File: config.mk
export PLATFORM = sky130hd
export DESIGN_NAME = crs_unit
export DESIGN_NICKNAME = d
export VERILOG_FILES = /design/src/rtl/crs_pkg.sv /design/src/rtl/crs_unit.sv
export SDC_FILE = /design/constraint.sdc
export NUM_CORES = 1
export LEC_CHECK = 0
export BUFFER_PORTS_ARGS = -buffer_cell sky130_fd_sc_hd__buf_2
export CAP_MARGIN = 10
export CORE_ASPECT_RATIO = 0.8
export CORE_UTILIZATION = 50
export DETAILED_ROUTE_END_ITERATION = 7
export GPL_TIMING_DRIVEN = 0
export PLACE_DENSITY = 0.69
export REMOVE_ABC_BUFFERS = 1
export SYNTH_ARGS = -nofsm -noshare
export SYNTH_HDL_FRONTEND = slang
export SYNTH_SLANG_ARGS = --single-unit
File: constraint.sdc
create_clock -name core_clk_i -period 5.85 [get_ports core_clk_i]
set_input_delay 0.585 -clock core_clk_i [delete_from_list [all_inputs] [get_ports core_clk_i]]
set_output_delay 0.585 -clock core_clk_i [all_outputs]
set_load 0.01 [all_outputs]
File: src/rtl/crs_pkg.sv
// constants, types and register map of the register/stack/status unit
// assumes a 4-bit data memory with 12-bit nibble addresses
package crs_pkg;
	// ------------------------------------------------------------------
	// widths
	// ------------------------------------------------------------------
	localparam int NIB_W    = 4;
	localparam int ADDR_W   = 12;
	localparam int BANKS    = 4;
	localparam int REGS     = 8;
	localparam int STK_AW   = 10;
	// ------------------------------------------------------------------
	// register map (nibble addresses)
	// ------------------------------------------------------------------
	localparam logic [11:0] GREG_BASE  = 12'h000; // 32 nibbles, bank n at 8*n
	localparam logic [11:0] GREG_LAST  = 12'h01f;
	localparam logic [11:0] SP_LO_ADDR = 12'hf80;
	localparam logic [11:0] SP_HI_ADDR = 12'hf81;
	localparam logic [11:0] SBS_ADDR   = 12'hf84;
	localparam logic [11:0] PSWL_ADDR  = 12'hfb0;
	localparam logic [11:0] PSWH_ADDR  = 12'hfb1;
	// ------------------------------------------------------------------
	// general register indices and pairs
	// ------------------------------------------------------------------
	localparam logic [2:0] IDX_D = 3'h2;
	localparam logic [2:0] IDX_L = 3'h5;
	localparam logic [2:0] IDX_X = 3'h6;
	localparam logic [2:0] IDX_A = 3'h7;
	localparam logic [1:0] PAIR_DE = 2'h1;
	localparam logic [1:0] PAIR_HL = 2'h2;
	localparam logic [1:0] PAIR_XA = 2'h3;
	// ------------------------------------------------------------------
	// reset values and stack steps
	// ------------------------------------------------------------------
	localparam logic [7:0] SP_RST     = 8'h00;
	localparam logic [1:0] SBS_RST    = 2'h0;
	localparam logic [1:0] RBS_RST    = 2'h0;
	localparam logic [7:0] STEP_PAIR  = 8'h02;
	localparam logic [7:0] STEP_FRAME = 8'h06;
	localparam logic [7:0] STAT_OFS   = 8'h04; // status byte at new sp + 4
	localparam logic [1:0] IST_TOP    = 2'h2;
	// ------------------------------------------------------------------
	// commands
	// ------------------------------------------------------------------
	typedef enum logic [2:0] {
		STK_NONE, STK_PUSH_PAIR, STK_PUSH_CALL, STK_PUSH_IRQ,
		STK_POP_PAIR, STK_POP_RET, STK_POP_INTERRUPT_RETURN_OP
	} crs_stk_op_t;
	typedef enum logic [3:0] {
		CY_NONE, CY_SET, CY_CLR, CY_NOT, CY_AND, CY_OR, CY_XOR, CY_LOAD, CY_ARITH
	} crs_cy_op_t;
	// status word, bit order as stored in memory
	typedef struct packed {
		logic       carry_bit;
		logic [2:0] skip_flags;     // skip_flag_2..0
		logic [1:0] irq_level;      // irq_level_hi, irq_level_lo
		logic       membank_enable;
		logic       regbank_enable;
	} crs_psw_t;
	// stack request from the sequencer
	typedef struct packed {
		crs_stk_op_t op;
		logic [1:0]  pair;   // pair for push/pop pair
		logic [7:0]  rdata;  // byte read back for pops
	} crs_stk_req_t;
	// stack write/read access toward data memory
	typedef struct packed {
		logic              valid;
		logic              write;
		logic [STK_AW-1:0] addr;  // address of lower nibble
		logic [7:0]        wdata;
	} crs_stk_acc_t;
endpackage

File: src/rtl/crs_unit.sv
// register banks, accumulators, stack pointer and status word of the core
// assumes the sequencer issues one stack, carry or register command per cycle
//
// Summary of operation
// - four banks of eight nibble registers
// - active bank is enable AND select
// - BC DE HL XA pairs; DE HL DL pointers
// - registers also reachable as plain memory
// - A is nibble accumulator, XA byte accumulator
// - decrement before push, increment after pop
// - stack lies in banks 0-3 by selector
// - selector codes 0..3 map to banks 0..3
// - selector upper two bits read zero
// - pointer 00 pushes to top of bank
// - stack wraps inside its bank only
// - pointer and selector undefined, software initialises
// - pointer and selector readable and writable
// - low status nibble writable, high nibble not
// - calls save and returns restore bank enables
// - interrupt pushes whole status word
// - interrupt return restores whole status word
// - pair upper at sp-1, lower at sp-2
// - carry records add/sub carry out
// - carry set, clear, invert, skip test
// - carry and/or/xor/move with memory bit
// - carry undefined after reset
// - skip flags set only by execution
// - enable zero forces register bank zero
// - interrupt raises level by one step; level 2 holds and level 3 wraps to 0
// - reset clears bank select to zero
//
// Chosen here: the plain strobed port.
`timescale 1ns/1ps
`default_nettype none
module crs_unit (
	// clock, reset, enable
	input  wire logic                  core_clk_i,
	input  wire logic                  arst_n_i,
	input  wire logic                  ce_i,
	// data memory register port
	input  wire logic [11:0]           mem_addr_i,
	input  wire logic [3:0]            mem_wdata_i,
	input  wire logic                  mem_wr_i,
	input  wire logic                  mem_rd_i,
	output logic      [3:0]            mem_rdata_o,
	// general register access from the sequencer
	input  wire logic                  reg_wr_i,
	input  wire logic [2:0]            reg_idx_i,
	input  wire logic [3:0]            reg_wdata_i,
	input  wire logic                  pair_wr_i,
	input  wire logic [1:0]            pair_sel_i,
	input  wire logic [7:0]            pair_wdata_i,
	output logic      [3:0]            acc_o,
	output logic      [7:0]            wide_accumulator_o,
	output logic      [7:0]            ptr_de_o,
	output logic      [7:0]            ptr_hl_o,
	output logic      [7:0]            ptr_dl_o,
	// bank selection
	input  wire logic                  regbank_select_wr_i,
	input  wire logic [1:0]            regbank_select_i,
	output logic      [1:0]            active_regbank_o,
	// vector load of bank enables (reset and interrupt vectors)
	input  wire logic                  vec_load_i,
	input  wire logic                  vec_mbe_i,
	input  wire logic                  vec_rbe_i,
	// stack commands and memory access
	input  wire crs_pkg::crs_stk_req_t stk_req_i,
	output crs_pkg::crs_stk_acc_t      stk_acc_o,
	// carry and skip
	input  wire crs_pkg::crs_cy_op_t   cy_op_i,
	input  wire logic                  cy_bit_i,
	input  wire logic                  skip_wr_i,
	input  wire logic [2:0]            skip_i,
	output logic                       carry_bit_o,
	output crs_pkg::crs_psw_t          psw_o
);
	// ------------------------------------------------------------------
	// state
	// ------------------------------------------------------------------
	logic [3:0]      greg_ff [crs_pkg::BANKS*crs_pkg::REGS]; // bank-major array
	logic [7:1]      sp_ff;       // bit 0 never stored
	logic [1:0]      sbs_ff;      // only the two live selector bits
	logic [1:0]      rbs_ff;      // register bank select
	crs_pkg::crs_psw_t psw_ff;
	logic [3:0]      rdata_ff;
	crs_pkg::crs_stk_acc_t acc_ff;

	// ------------------------------------------------------------------
	// helpers
	// ------------------------------------------------------------------
	// flat index of register r in bank b
	function automatic logic [4:0] gidx(input logic [1:0] b, input logic [2:0] r);
		gidx = {b, r};
	endfunction
	// stack byte address inside bank, wraps by 8-bit arithmetic
	function automatic logic [9:0] saddr(input logic [1:0] b, input logic [7:0] p);
		saddr = {b, p};
	endfunction

	// ------------------------------------------------------------------
	// decode
	// ------------------------------------------------------------------
	wire logic [7:0] sp_full   = {sp_ff, 1'b0};
	wire logic [1:0] act_bank  = rbs_ff & {2{psw_ff.regbank_enable}};
	wire logic       hit_greg  = (mem_addr_i <= crs_pkg::GREG_LAST);
	wire logic       hit_spl   = (mem_addr_i == crs_pkg::SP_LO_ADDR);
	wire logic       hit_sph   = (mem_addr_i == crs_pkg::SP_HI_ADDR);
	wire logic       hit_sbs   = (mem_addr_i == crs_pkg::SBS_ADDR);
	wire logic       hit_pswl  = (mem_addr_i == crs_pkg::PSWL_ADDR);
	wire logic       hit_pswh  = (mem_addr_i == crs_pkg::PSWH_ADDR);
	wire logic [4:0] mem_gi    = mem_addr_i[4:0];
	wire logic [7:0] psw_byte  = psw_ff;

	// stack arithmetic: pushes step down first, pops step up after
	wire logic       is_push   = (stk_req_i.op == crs_pkg::STK_PUSH_PAIR) |
	                             (stk_req_i.op == crs_pkg::STK_PUSH_CALL) |
	                             (stk_req_i.op == crs_pkg::STK_PUSH_IRQ);
	wire logic       is_pop    = (stk_req_i.op == crs_pkg::STK_POP_PAIR) |
	                             (stk_req_i.op == crs_pkg::STK_POP_RET) |
	                             (stk_req_i.op == crs_pkg::STK_POP_INTERRUPT_RETURN_OP);
	wire logic       is_pairop = (stk_req_i.op == crs_pkg::STK_PUSH_PAIR) |
	                             (stk_req_i.op == crs_pkg::STK_POP_PAIR);
	wire logic [7:0] stk_step  = is_pairop ? crs_pkg::STEP_PAIR : crs_pkg::STEP_FRAME;
	// 8-bit wrap keeps the stack inside its bank; 00 minus step lands near ff
	wire logic [7:0] sp_dec    = sp_full - stk_step;
	wire logic [7:0] sp_inc    = sp_full + stk_step;
	// pair sits at new sp (lower) and new sp+1 (upper); status at new sp+4
	wire logic [7:0] push_at   = is_pairop ? sp_dec : (sp_dec + crs_pkg::STAT_OFS);
	wire logic [7:0] pop_at    = is_pairop ? sp_full : (sp_full + crs_pkg::STAT_OFS);
	wire logic [7:0] pair_val  = {greg_ff[gidx(act_bank, {stk_req_i.pair, 1'b0})],
	                              greg_ff[gidx(act_bank, {stk_req_i.pair, 1'b1})]};
	// call frames carry only the bank enables; interrupts the whole word
	wire logic [7:0] call_stat = {6'h00, psw_ff.membank_enable, psw_ff.regbank_enable};
	wire logic [7:0] stk_wbyte = (stk_req_i.op == crs_pkg::STK_PUSH_PAIR) ? pair_val :
	                             (stk_req_i.op == crs_pkg::STK_PUSH_CALL) ? call_stat :
	                             psw_byte;

	// ------------------------------------------------------------------
	// carry next value
	// ------------------------------------------------------------------
	logic nxt_cy;
	always_comb begin
		nxt_cy = psw_ff.carry_bit;
		unique case (cy_op_i)
			crs_pkg::CY_NONE:  nxt_cy = psw_ff.carry_bit;
			crs_pkg::CY_SET:   nxt_cy = 1'b1;
			crs_pkg::CY_CLR:   nxt_cy = 1'b0;
			crs_pkg::CY_NOT:   nxt_cy = ~psw_ff.carry_bit;
			crs_pkg::CY_AND:   nxt_cy = psw_ff.carry_bit & cy_bit_i;
			crs_pkg::CY_OR:    nxt_cy = psw_ff.carry_bit | cy_bit_i;
			crs_pkg::CY_XOR:   nxt_cy = psw_ff.carry_bit ^ cy_bit_i;
			crs_pkg::CY_LOAD:  nxt_cy = cy_bit_i;
			crs_pkg::CY_ARITH: nxt_cy = cy_bit_i;
			default:           nxt_cy = psw_ff.carry_bit;                     // illegal code holds
		endcase
	end

	// ------------------------------------------------------------------
	// status word next value; sequencer commands win over memory writes
	// ------------------------------------------------------------------
	crs_pkg::crs_psw_t nxt_psw;
	always_comb begin
		nxt_psw = psw_ff;
		// low nibble is ordinary memory; high nibble has no memory write path
		if (mem_wr_i && hit_pswl) begin
			nxt_psw.irq_level      = mem_wdata_i[3:2];
			nxt_psw.membank_enable = mem_wdata_i[1];
			nxt_psw.regbank_enable = mem_wdata_i[0];
		end
		if (vec_load_i) begin
			nxt_psw.membank_enable = vec_mbe_i;
			nxt_psw.regbank_enable = vec_rbe_i;
		end
		if (skip_wr_i) begin
			nxt_psw.skip_flags = skip_i;
		end
		nxt_psw.carry_bit = nxt_cy;
		if (stk_req_i.op == crs_pkg::STK_PUSH_IRQ && psw_ff.irq_level != crs_pkg::IST_TOP) begin
			nxt_psw.irq_level = psw_ff.irq_level + 2'h1;
		end
		if (stk_req_i.op == crs_pkg::STK_POP_RET) begin
			nxt_psw.membank_enable = stk_req_i.rdata[1];
			nxt_psw.regbank_enable = stk_req_i.rdata[0];
		end
		if (stk_req_i.op == crs_pkg::STK_POP_INTERRUPT_RETURN_OP) begin
			nxt_psw = stk_req_i.rdata;
		end
	end

	// ------------------------------------------------------------------
	// stack pointer and selector next values
	// ------------------------------------------------------------------
	wire logic [7:0] nxt_sp  = is_push ? sp_dec :
	                           is_pop  ? sp_inc :
	                           (mem_wr_i && hit_spl) ? {sp_full[7:4], mem_wdata_i[3:1], 1'b0} :
	                           (mem_wr_i && hit_sph) ? {mem_wdata_i, sp_full[3:0]} :
	                           sp_full;
	// only the low two selector bits are kept, so the upper two stay zero
	wire logic [1:0] nxt_sbs = (mem_wr_i && hit_sbs) ? mem_wdata_i[1:0] : sbs_ff;
	wire logic [1:0] nxt_rbs = regbank_select_wr_i ? regbank_select_i : rbs_ff;

	// ------------------------------------------------------------------
	// memory read mux
	// ------------------------------------------------------------------
	wire logic [3:0] rd_mux = hit_greg ? greg_ff[mem_gi] :
	                          hit_spl  ? sp_full[3:0] :
	                          hit_sph  ? sp_full[7:4] :
	                          hit_sbs  ? {2'b00, sbs_ff} :
	                          hit_pswl ? psw_byte[3:0] :
	                          hit_pswh ? psw_byte[7:4] :
	                          4'h0;                                          // unmapped reads zero

	// ------------------------------------------------------------------
	// control registers
	// pointer, selector and carry reset to zero here; software may not rely on it
	// ------------------------------------------------------------------
	always_ff @(posedge core_clk_i or negedge arst_n_i) begin
		if (!arst_n_i) begin
			sp_ff  <= crs_pkg::SP_RST[7:1];
			sbs_ff <= crs_pkg::SBS_RST;
			rbs_ff <= crs_pkg::RBS_RST;
			psw_ff <= '0;
		end else if (ce_i) begin
			sp_ff  <= nxt_sp[7:1];
			sbs_ff <= nxt_sbs;
			rbs_ff <= nxt_rbs;
			psw_ff <= nxt_psw;
		end
	end

	// ------------------------------------------------------------------
	// read data and stack access registers
	// ------------------------------------------------------------------
	always_ff @(posedge core_clk_i or negedge arst_n_i) begin
		if (!arst_n_i) begin
			rdata_ff <= 4'h0;
			acc_ff   <= '0;
		end else if (ce_i) begin
			rdata_ff     <= mem_rd_i ? rd_mux : 4'h0;
			acc_ff.valid <= is_push | is_pop;
			acc_ff.write <= is_push;
			acc_ff.addr  <= saddr(sbs_ff, is_push ? push_at : pop_at);
			acc_ff.wdata <= is_push ? stk_wbyte : 8'h00;
		end
	end

	// ------------------------------------------------------------------
	// general register file
	// priority: popped pair, then pair write, then nibble write, then memory
	// the array is not reset; its contents are data, not control state
	// ------------------------------------------------------------------
	always_ff @(posedge core_clk_i) begin
		if (ce_i) begin
			if (mem_wr_i && hit_greg) begin
				greg_ff[mem_gi] <= mem_wdata_i;
			end
			if (reg_wr_i) begin
				greg_ff[gidx(act_bank, reg_idx_i)] <= reg_wdata_i;
			end
			if (pair_wr_i) begin
				greg_ff[gidx(act_bank, {pair_sel_i, 1'b0})] <= pair_wdata_i[7:4];
				greg_ff[gidx(act_bank, {pair_sel_i, 1'b1})] <= pair_wdata_i[3:0];
			end
			if (stk_req_i.op == crs_pkg::STK_POP_PAIR) begin
				greg_ff[gidx(act_bank, {stk_req_i.pair, 1'b0})] <= stk_req_i.rdata[7:4];
				greg_ff[gidx(act_bank, {stk_req_i.pair, 1'b1})] <= stk_req_i.rdata[3:0];
			end
		end
	end

	// ------------------------------------------------------------------
	// outputs
	// ------------------------------------------------------------------
	assign mem_rdata_o        = rdata_ff;
	assign stk_acc_o          = acc_ff;
	assign active_regbank_o   = act_bank;
	assign acc_o              = greg_ff[gidx(act_bank, crs_pkg::IDX_A)];
	assign wide_accumulator_o = {greg_ff[gidx(act_bank, crs_pkg::IDX_X)],
	                             greg_ff[gidx(act_bank, crs_pkg::IDX_A)]};
	assign ptr_de_o = {greg_ff[gidx(act_bank, {crs_pkg::PAIR_DE, 1'b0})],
	                   greg_ff[gidx(act_bank, {crs_pkg::PAIR_DE, 1'b1})]};
	assign ptr_hl_o = {greg_ff[gidx(act_bank, {crs_pkg::PAIR_HL, 1'b0})],
	                   greg_ff[gidx(act_bank, {crs_pkg::PAIR_HL, 1'b1})]};
	assign ptr_dl_o = {greg_ff[gidx(act_bank, crs_pkg::IDX_D)],
	                   greg_ff[gidx(act_bank, crs_pkg::IDX_L)]};
	assign carry_bit_o = psw_ff.carry_bit;                                  // skip test reads this
	assign psw_o       = psw_ff;
endmodule // crs_unit
`default_nettype wire

# Word-level counts from Yosys, hierarchy flattened
# Memories as Yosys holds them, arrays and structs flattened.
# Cells that the tools add are included.
[op_classes]
muxes = 37
bitwise = 11
n_lt_le_gt_ge = 1
add_sub_neg = 5
div_mod_pow = 0
n_eq_ne = 21
reduce_logical = 21
n_mul = 0
shift = 0
[ops]
columns = ["operator", "n"]
rows = [
  ["$mux W8", 11],
  ["$eq A12 B12 Y1 const B", 5],
  ["$mux W4", 8],
  ["$add A8 B3 Y8 const B", 2],
  ["$eq A4 B3 Y1 const B", 4],
  ["$reduce_and A2 Y1", 7],
  ["$le A12 B5 Y1 const B", 1],
  ["$mux W1", 12],
  ["$eq A3 B3 Y1 const B", 3],
  ["$reduce_bool A3 Y1", 3],
  ["$add A8 B3 Y8", 1],
  ["$eq A4 B2 Y1 const B", 2],
  ["$reduce_bool A8 Y1", 1],
  ["$sub A8 B3 Y8", 1],
  ["$or A1 B1 Y1", 7],
  ["$pmux W1 S7", 1],
  ["$eq A3 B2 Y1 const B", 2],
  ["$logic_and A1 B1 Y1", 6],
  ["$mux W2", 3],
  ["$mux W3", 2],
  ["$eq A4 B1 Y1 const B", 1],
  ["$eq A4 B4 Y1 const B", 1],
  ["$reduce_bool A4 Y1", 1],
  ["$eq A3 B1 Y1 const B", 1],
  ["10 further kinds", 10],
]
[totals]
ram_bits = 128
latch_bits = 0
regBits = 43
out_inout_bits = 71
inputBits = 68
mem_bits_ro = 0
n_memories = 1
word_cells = 111
[memory_table]
columns = ["memory", "depth", "word_bits", "rd", "rd_clocked_by_memory_dff", "write_ports", "line", "text"]
rows = [
  ["greg_ff", 32, 4, 9, 0, 6, "crs_unit.sv:80", "logic [3:0] greg_ff [crs_pkg::BANKS*crs_pkg::REGS];"],
]

# Logic depth before layout (Yosys ltp)
# Gate-level depths: netlist (run 1).
[logic_depth]
ltp_word = 8
mapped_depth = 12
mapped_depth_nobuf = 11

# Least setup slack after synthesis (run 1)
# No wires, ideal clock.
[synth_timing]
path_type = "input to register"
startpoint = "input port stk_req_i[10] in the netlist's numbering"
endpoint = "register acc_ff, in the netlist stk_acc_o[14]"
slack_ns = 2.640
stages = 12
arrival_ns = 3.086
path_buffers = 1
cell_sequence = "buf_2 xnor2_1 nor2_1 inv_1 fa_1 xor2_1 ha_1 o21ai_0 or2_0 a311oi_1 xnor2_1 mux2_2"
[synth_via]
elab_chain_cells = 7
[synth_rtl]
columns = ["item", "line", "text"]
rows = [
  ["start, declared", "crs_unit.sv:67", "input wire crs_pkg::crs_stk_req_t stk_req_i,"],
  ["$eq A3 B1 Y1 / $eq A3 B3 Y1 (equally long branches)", "crs_unit.sv:115, crs_unit.sv:121, crs_unit.sv:122", ""],
  ["$or A1 B1 Y1", "crs_unit.sv:121", "wire logic is_pairop = (stk_req_i.op == crs_pkg::STK_PUSH_PAIR) |"],
  ["$mux W3", "crs_unit.sv:123", "wire logic [7:0] stk_step = is_pairop ? crs_pkg::STEP_PAIR : crs_pkg::STEP_FRAME;"],
  ["$sub A8 B3 Y8", "crs_unit.sv:125", "wire logic [7:0] sp_dec = sp_full - stk_step;"],
  ["$add A8 B3 Y8", "crs_unit.sv:128", "wire logic [7:0] push_at = is_pairop ? sp_dec : (sp_dec + crs_pkg::STAT_OFS);"],
  ["$mux W8", "crs_unit.sv:128", ""],
  ["$mux W8 *", "crs_unit.sv:242", "acc_ff.addr <= saddr(sbs_ff, is_push ? push_at : pop_at);"],
  ["end, declared", "crs_unit.sv:86", "crs_pkg::crs_stk_acc_t acc_ff;"],
]
# Mark *: on every way between the ends. The rest lies on a longest branch, timed or not.
# A chain may end at the register's enable or synchronous reset.

==> results.cfg, run 1 <==
[clock_tree]
htree_levels = 4
cts_setup_buffers = 0
numCtsBuffers = 17
clk-insertion-delay-late_ns = 0.46
cts_sinks = 170
cts_resized = 0
holdBufCountCts = 0
tritoncts = built
max-clock-path-buffers = 2
ctsRootBufferMaster = clkbuf_16
clk_pin_slew_ns = 0.07

[logic_synthesis]
syn_avg_cell_area_um2 = 9.63
ys_dominant_reg_cell = edfxtp_1
synth_edf_count = 128
synth_cell_types = 77
yosysMostFrequentCell = nor2_1
ys_warn_count = 0
syn_area_mm2 = 0.0150
syn_inst = 1554
synthSimpleGateAreaFrac_pct = 13.7
ys_seq_elements = 170
yosys.area.top_type = edfxtp_1
synth.area.mux_share_pct = 28.5
synth_xor_area_share_pct = 1.11
netlist_top_cells_area = edfxtp_1 26%, mux2i_1 10%, mux4_2 9.0%
synth_top_area_share_pct = 25.7
synth_top_family_by_area = multiplexers
synth_common_cells = 163 x nor2_1, 150 x mux2i_1, 137 x nand2_1, 128 x edfxtp_1, 109 x a21oi_1
synth_adder_area_share_pct = 0.853
synth_compound_area_share_pct = 17.0
ys_seq_area_share_pct = 32.7
async_flop_share_pct = 24.7

[sta]
slew_viol_final = 0
fmax_ghz = 0.252
rsz0062_at_grt = false
worstMarginPinSlew_ns = 1.19
slew_headroom_pct = 20.4
hold_viol = 0
fin_setup_tns_ns = 0
setup_viol = 0
period_share_pct = 67.9
finalClockSkew_ns = 0.0137
fin_crit_ns = 3.97

[grt]
use_met3_pct = 12.5
grt_pass1_vias = 12555
grt_max_degree = 55
grt_pass1_wl_um = 84300
track_usage_pct = 38.1
grt-busiest-layer = met1
overflow = 0
antenna_found_initial = 0
globalRouteMet2Util_pct = 52.2
use_met1_pct = 53.8

[outcome]
status = completed

[place]
numPortBuffers = 137
hpwl_um = 39100
globalplace.congestion = 1.07
dp.cells = 1893

[finish]
fin_cells = 1927
multi_input_area_mm2 = 0.00918
fillers = 2597
antenna_cells = 0
seq_area_mm2 = 0.00489
drive_above_1_share_pct = 24.1
nets = 1614
area_growth_pct = 6.63

[die]
die_w_um = 195
core_mm2 = 0.0294
die_area_mm2 = 0.0306
boundaryPins = 139
rows = 56
initial_core_util_pct = 51.0
fp.dieH_um = 157

[min_path]
hold_path.class = input port to asynchronous set/reset pin

[route]
drt_first_pass_iters = 6
routed_wl_um = 57900
vias = 13806
route.detailed.drc = 0
final_antenna_net_count = 0
drtIter0Drc = 1957
routed_via_density = 7.16
wl_per_cell_um = 30.0

[power_and_ir_drop]
finalPower_w = 0.00376
p_leak_nw = 6.19
ir_worst_vdd_uv = 213
p_per_area_mw_per_mm2 = 236

[worst_setup_path]
crit_path_top_delay_cell = nor4b_1
path_cells = buf_2 > inv_1 > nor4b_1 > and3_1 > nand2b_1 > nor2_1 > o21ai_0
worstReg2RegStart = rbs_ff[1]
startpoint_type = input port
worst_path_largest_cell_delay_ns = 0.87
cp.required_ns = 5.95
setup.worst_path.start = ce_i
end_kind = flop
crit_arrival_ns = 4.07
cp_max_fo = 54
worst-setup-path-type = input port to flop

[flow_run]
max_cap_viol_count = 0
[layer usage]
| layer | routed length [µm] | up-vias |
|---|---|---|
| met2 | 22900 | 1287 |
| met1 | 22500 | 6499 |
| met4 | 2910 | 0 |
| met5 | 0 | - |
| li1 | - | 5800 |
| met3 | 9590 | 220 |
[placed cells by master, fill, tap and decap left out, types with 17 or more instances in the layout]
master     count
clkbuf_16     17
inv_1         21
buf_2        137
a21o_1        42
a211oi_1      45
nand3_1       17
mux2_2       105
nand2_1      137
dfrtp_1       42
o21ai_0       83
a21oi_1      109
nand2b_1      17
mux2i_1      150
mux4_2        60
o22ai_1       26
edfxtp_1     128
nor2_1       163
[per-stage QoR]
| step | cell area (µm²) | setup WS, ns | utilization (%) | hold WS (ns) |
|---|---|---|---|---|
| after floorplan | 14100 | 2.54 | - | 0.289 |
| after global placement | 15300 | 1.01 | 52.1 | 0.484 |
| after detailed placement | 15400 | 1.61 | 52.4 | 0.492 |
| after CTS | 15900 | 2.07 | 54.2 | 0.314 |
| after global routing | 16000 | 1.77 | 54.4 | 0.363 |
| final | 16000 | 1.88 | 54.4 | 0.273 |
[cell type report]
type / count / area share (%)
Inverter: 22 / 0.518
Clock buffer: 18 / 2.69
Timing Repair Buffer: 142 / 4.89
Multi-Input combinational cell: 1184 / 57.5
Tap cell: 377 / 2.96
Sequential cell: 170 / 30.7
Clock inverter: 14 / 0.768
[flip-flops by register name (all words and copies together) (netlist names)]
signal,flops
sp_ff,7
mem_rdata_o,4
sbs_ff,2
greg_ff,128
carry_bit_o,1
psw_o,7
stk_acc_o,19
rbs_ff,2
[cell families after synthesis]
group           after synthesis
simple gates                431
compound gates              400
mux                         324
buf+inv                     200
flops                       170
xor+xnor                     19
fa+ha+maj                     9
other cells                   1
[power by group]
part	switching [W]	internal, W
Sequential	0.000129	0.00138
Clock	0.000535	0.000586
Combinational	0.000680	0.000453
Total	0.00134	0.00242
[worst paths after layout]
| kind | to | depth (start not counted) | slack, ns |
|---|---|---|---|
| min in group core_clk_i | rbs_ff[1] | 2 | 0.36 |
| hold / removal | rbs_ff[1] | 1 | 0.27 |
| hold reg to reg | stk_acc_o[14] | 1 | 0.50 |
| setup / recovery | greg_ff[3][3] | 7 | 1.88 |
| max in group asynchronous | mem_rdata_o[3] | 1 | 4.97 |
| setup reg to reg | greg_ff[1][0] | 6 | 2.37 |
[worst max-delay path, delay by kind of cell]
family	cells	cell delay (ns)
compound gates	1	0.24
simple gates	4	1.82
buf+inv	2	1.36
No activity file was read; power rests on OpenSTA's default activity.
==> inputs of run 2 (changes only) <==
--- a/config.mk
+++ b/config.mk
@@ -5,13 +5,14 @@
 export SDC_FILE = /design/constraint.sdc
 export NUM_CORES = 1
 export LEC_CHECK = 0
+export ABC_AREA = 1
 export BUFFER_PORTS_ARGS = -buffer_cell sky130_fd_sc_hd__buf_2
 export CAP_MARGIN = 10
 export CORE_ASPECT_RATIO = 0.8
 export CORE_UTILIZATION = 50
 export DETAILED_ROUTE_END_ITERATION = 7
 export GPL_TIMING_DRIVEN = 0
-export PLACE_DENSITY = 0.69
+export PLACE_DENSITY = 0.72
 export REMOVE_ABC_BUFFERS = 1
 export SYNTH_ARGS = -nofsm -noshare
 export SYNTH_HDL_FRONTEND = slang
==> constraint.sdc (replaced) <==
create_clock -name core_clk_i -period 3.25 [get_ports core_clk_i]
set_input_delay 0.325 -clock core_clk_i [delete_from_list [all_inputs] [get_ports core_clk_i]]
set_output_delay 0.325 -clock core_clk_i [all_outputs]
set_load 0.01 [all_outputs]
==> results.cfg, run 2 <==
[clock_tree]
htree_levels = 4
max-clock-path-buffers = 2
tritoncts = built
holdBufCountCts = 0
cts_sinks = 170
clk_pin_slew_ns = 0.07
numCtsBuffers = 17
ctsRootBufferMaster = clkbuf_16
clk-insertion-delay-late_ns = 0.46

[logic_synthesis]
ys_warn_count = 0
syn_avg_cell_area_um2 = 6.76
synth_top_area_share_pct = 26.8
synthSimpleGateAreaFrac_pct = 25.8
yosys.area.top_type = edfxtp_1
ys_seq_area_share_pct = 34.1
synth_top_family_by_area = compound AO/OA/AOI/OAI gates
synth_xor_area_share_pct = 0.366
syn_area_mm2 = 0.0144
syn_inst = 2126
synth.area.mux_share_pct = 0.157
ys_dominant_reg_cell = edfxtp_1
ys_seq_elements = 170
synth_edf_count = 128
yosysMostFrequentCell = nand2_1
synth_adder_area_share_pct = 0.888
async_flop_share_pct = 24.7
netlist_top_cells_area = edfxtp_1 27%, nand2_1 13%, o21ai_0 8.2%
synth_cell_types = 49
synth_compound_area_share_pct = 28.9
synth_common_cells = 508 x nand2_1, 234 x o21ai_0, 226 x nor2_1, 203 x a21oi_1, 185 x inv_1

[worst_setup_path]
startpoint_type = flop
ff2ff_path_depth = 6
end_kind = flop
crit_arrival_ns = 3.44
cp_max_fo = 16
setup.worst_path.start = psw_o[0]
worstReg2RegStart = psw_o[0]
reg2reg_to = greg_ff[12][0]
cp.required_ns = 3.42
cp-endpoint = greg_ff[12][0]
worst-setup-path-type = flop to flop
rrSetupSlack_ns = -0.01

[sta]
period_share_pct = 100
hold_viol = 0
setup_slack_ns = -0.0131
setup_viol = 1
fmax_ghz = 0.306
slew_headroom_pct = 14.7
fin_crit_ns = 3.26
worstMarginPinSlew_ns = 1.28
rsz0062_at_grt = false
slew_viol_final = 0
finalClockSkew_ns = 0.0167

[grt]
grt_max_degree = 43
overflow = 0
grt_pass1_vias = 14588
track_usage_pct = 48.1
grt_pass1_wl_um = 99900
antenna_found_initial = 0

[die]
die_area_mm2 = 0.0294
rows = 55
fp.dieH_um = 154
die_w_um = 192
initial_core_util_pct = 50.8
core_mm2 = 0.0283
boundaryPins = 139

[finish]
regMostFlops = greg_ff
stdcell_area_mm2 = 0.0156
final_common_cell = nand2_1
area_growth_pct = 8.39
drive_above_1_share_pct = 12.1
final_cell_mix = 505 x nand2_1, 234 x o21ai_0, 222 x nor2_1, 203 x a21oi_1, 184 x inv_1
nets = 2233
largest_register_ffs = 128
antenna_cells = 0
fillers = 2813

[power_and_ir_drop]
p_leak_nw = 6.57
p_per_area_mw_per_mm2 = 421
ir_worst_vdd_uv = 379

[place]
hpwl_um = 50800
globalplace.congestion = 1.05
numPortBuffers = 137
detailedPlace.worstSlack_ns = -0.789
placed_area_mm2 = 0.0150

[route]
final_antenna_net_count = 0
wl_per_cell_um = 28.5
routed_wl_um = 72300
vias = 17016
drtIter0Drc = 3220
routed_via_density = 6.70
route.detailed.drc = 0
drt_first_pass_iters = 7

[outcome]
violations = negative setup slack
status = finished with violations

[min_path]
hold_path.class = input port to asynchronous set/reset pin

[flow_run]
max_cap_viol_count = 0
-- run 2: critical path: stages, from the launching register on --
cell and delay, ns:
dfrtp_1 0.44, nand2_2 0.18, nor2_4 0.53, inv_2 0.35, nor3_4 0.46, nand2_1 0.42, o21ai_0 0.60
-- run 2: worst min-delay path by stage --
stage                              startpoint            end  slack [ns]  cells after the start
after global placement          stk_acc_o[17]  stk_acc_o[17]        0.46                      2
after global routing      regbank_select_i[0]      rbs_ff[0]        0.11                      2
after floorplan                      arst_n_i    carry_bit_o        0.03                      0
after detailed placement         stk_acc_o[2]   stk_acc_o[2]        0.46                      2
after CTS                            arst_n_i  stk_acc_o[18]        0.08                      1
final                                arst_n_i  stk_acc_o[18]        0.03                      1
-- run 2: metrics by stage --
step	util, %	setup TNS, ns	instances	power [W]	hold WS (ns)
2_1_floorplan	-	0	1995	0.00360	0.0294
3_3_place_gp	52.8	-121.67	2502	0.00441	0.455
3_5_place_dp	52.9	-39.50	2504	0.00445	0.462
4_1_cts	54.9	0	2536	0.00640	0.0817
5_1_grt	55.1	0	2539	0.00671	0.112
6_report	55.1	-0.0131	2539	0.00655	0.0349
-- run 2: kinds of logic (layout without fill, tap and decap cells) --
| family | count (synthesis) | in the layout |
|---|---|---|
| AOI/OAI and AO/OA | 706 | 706 |
| xor gates and xnor gates | 6 | 6 |
| adders and majority gates | 9 | 9 |
| buffers and inverters | 346 | 388 |
| DFF | 170 | 170 |
| muxes | 2 | 2 |
| other | 1 | 1 |
| and+or+nand+nor | 886 | 887 |
-- run 2: what timing repair did --
item,4_1_cts,5_1_grt
gates cloned,0,2
buffers inserted,0,0
gates resized for setup,5,8
setup endpoints to repair,62,59
-- run 2: cell type report --
class	instances	area, µm²	share of cell area (%)
Timing Repair inverter	1	5.00	0.0321
Sequential cell	170	4890	31.4
Inverter	215	821	5.27
Tap cell	370	463	2.97
Clock inverter	13	92.6	0.595
Multi-Input combinational cell	1611	8110	52.1
Timing Repair Buffer	140	733	4.71
Clock buffer	19	454	2.92
-- run 2: layer usage --
metal / vias up / track usage [%] / wire length [µm]
met5: - / 0 / 0
met4: 0 / 20.8 / 3710
met3: 250 / 23.3 / 13800
met2: 1522 / 60.5 / 26500
met1: 7862 / 68.1 / 28300
li1: 7382 / - / -
-- run 2: power by group --
part	internal (W)	switching, W	leakage [nW]
Sequential	0.00246	0.000152	1.69
Combinational	0.000545	0.00137	4.61
Clock	0.00103	0.000992	0.273
Total	0.00404	0.00252	6.57
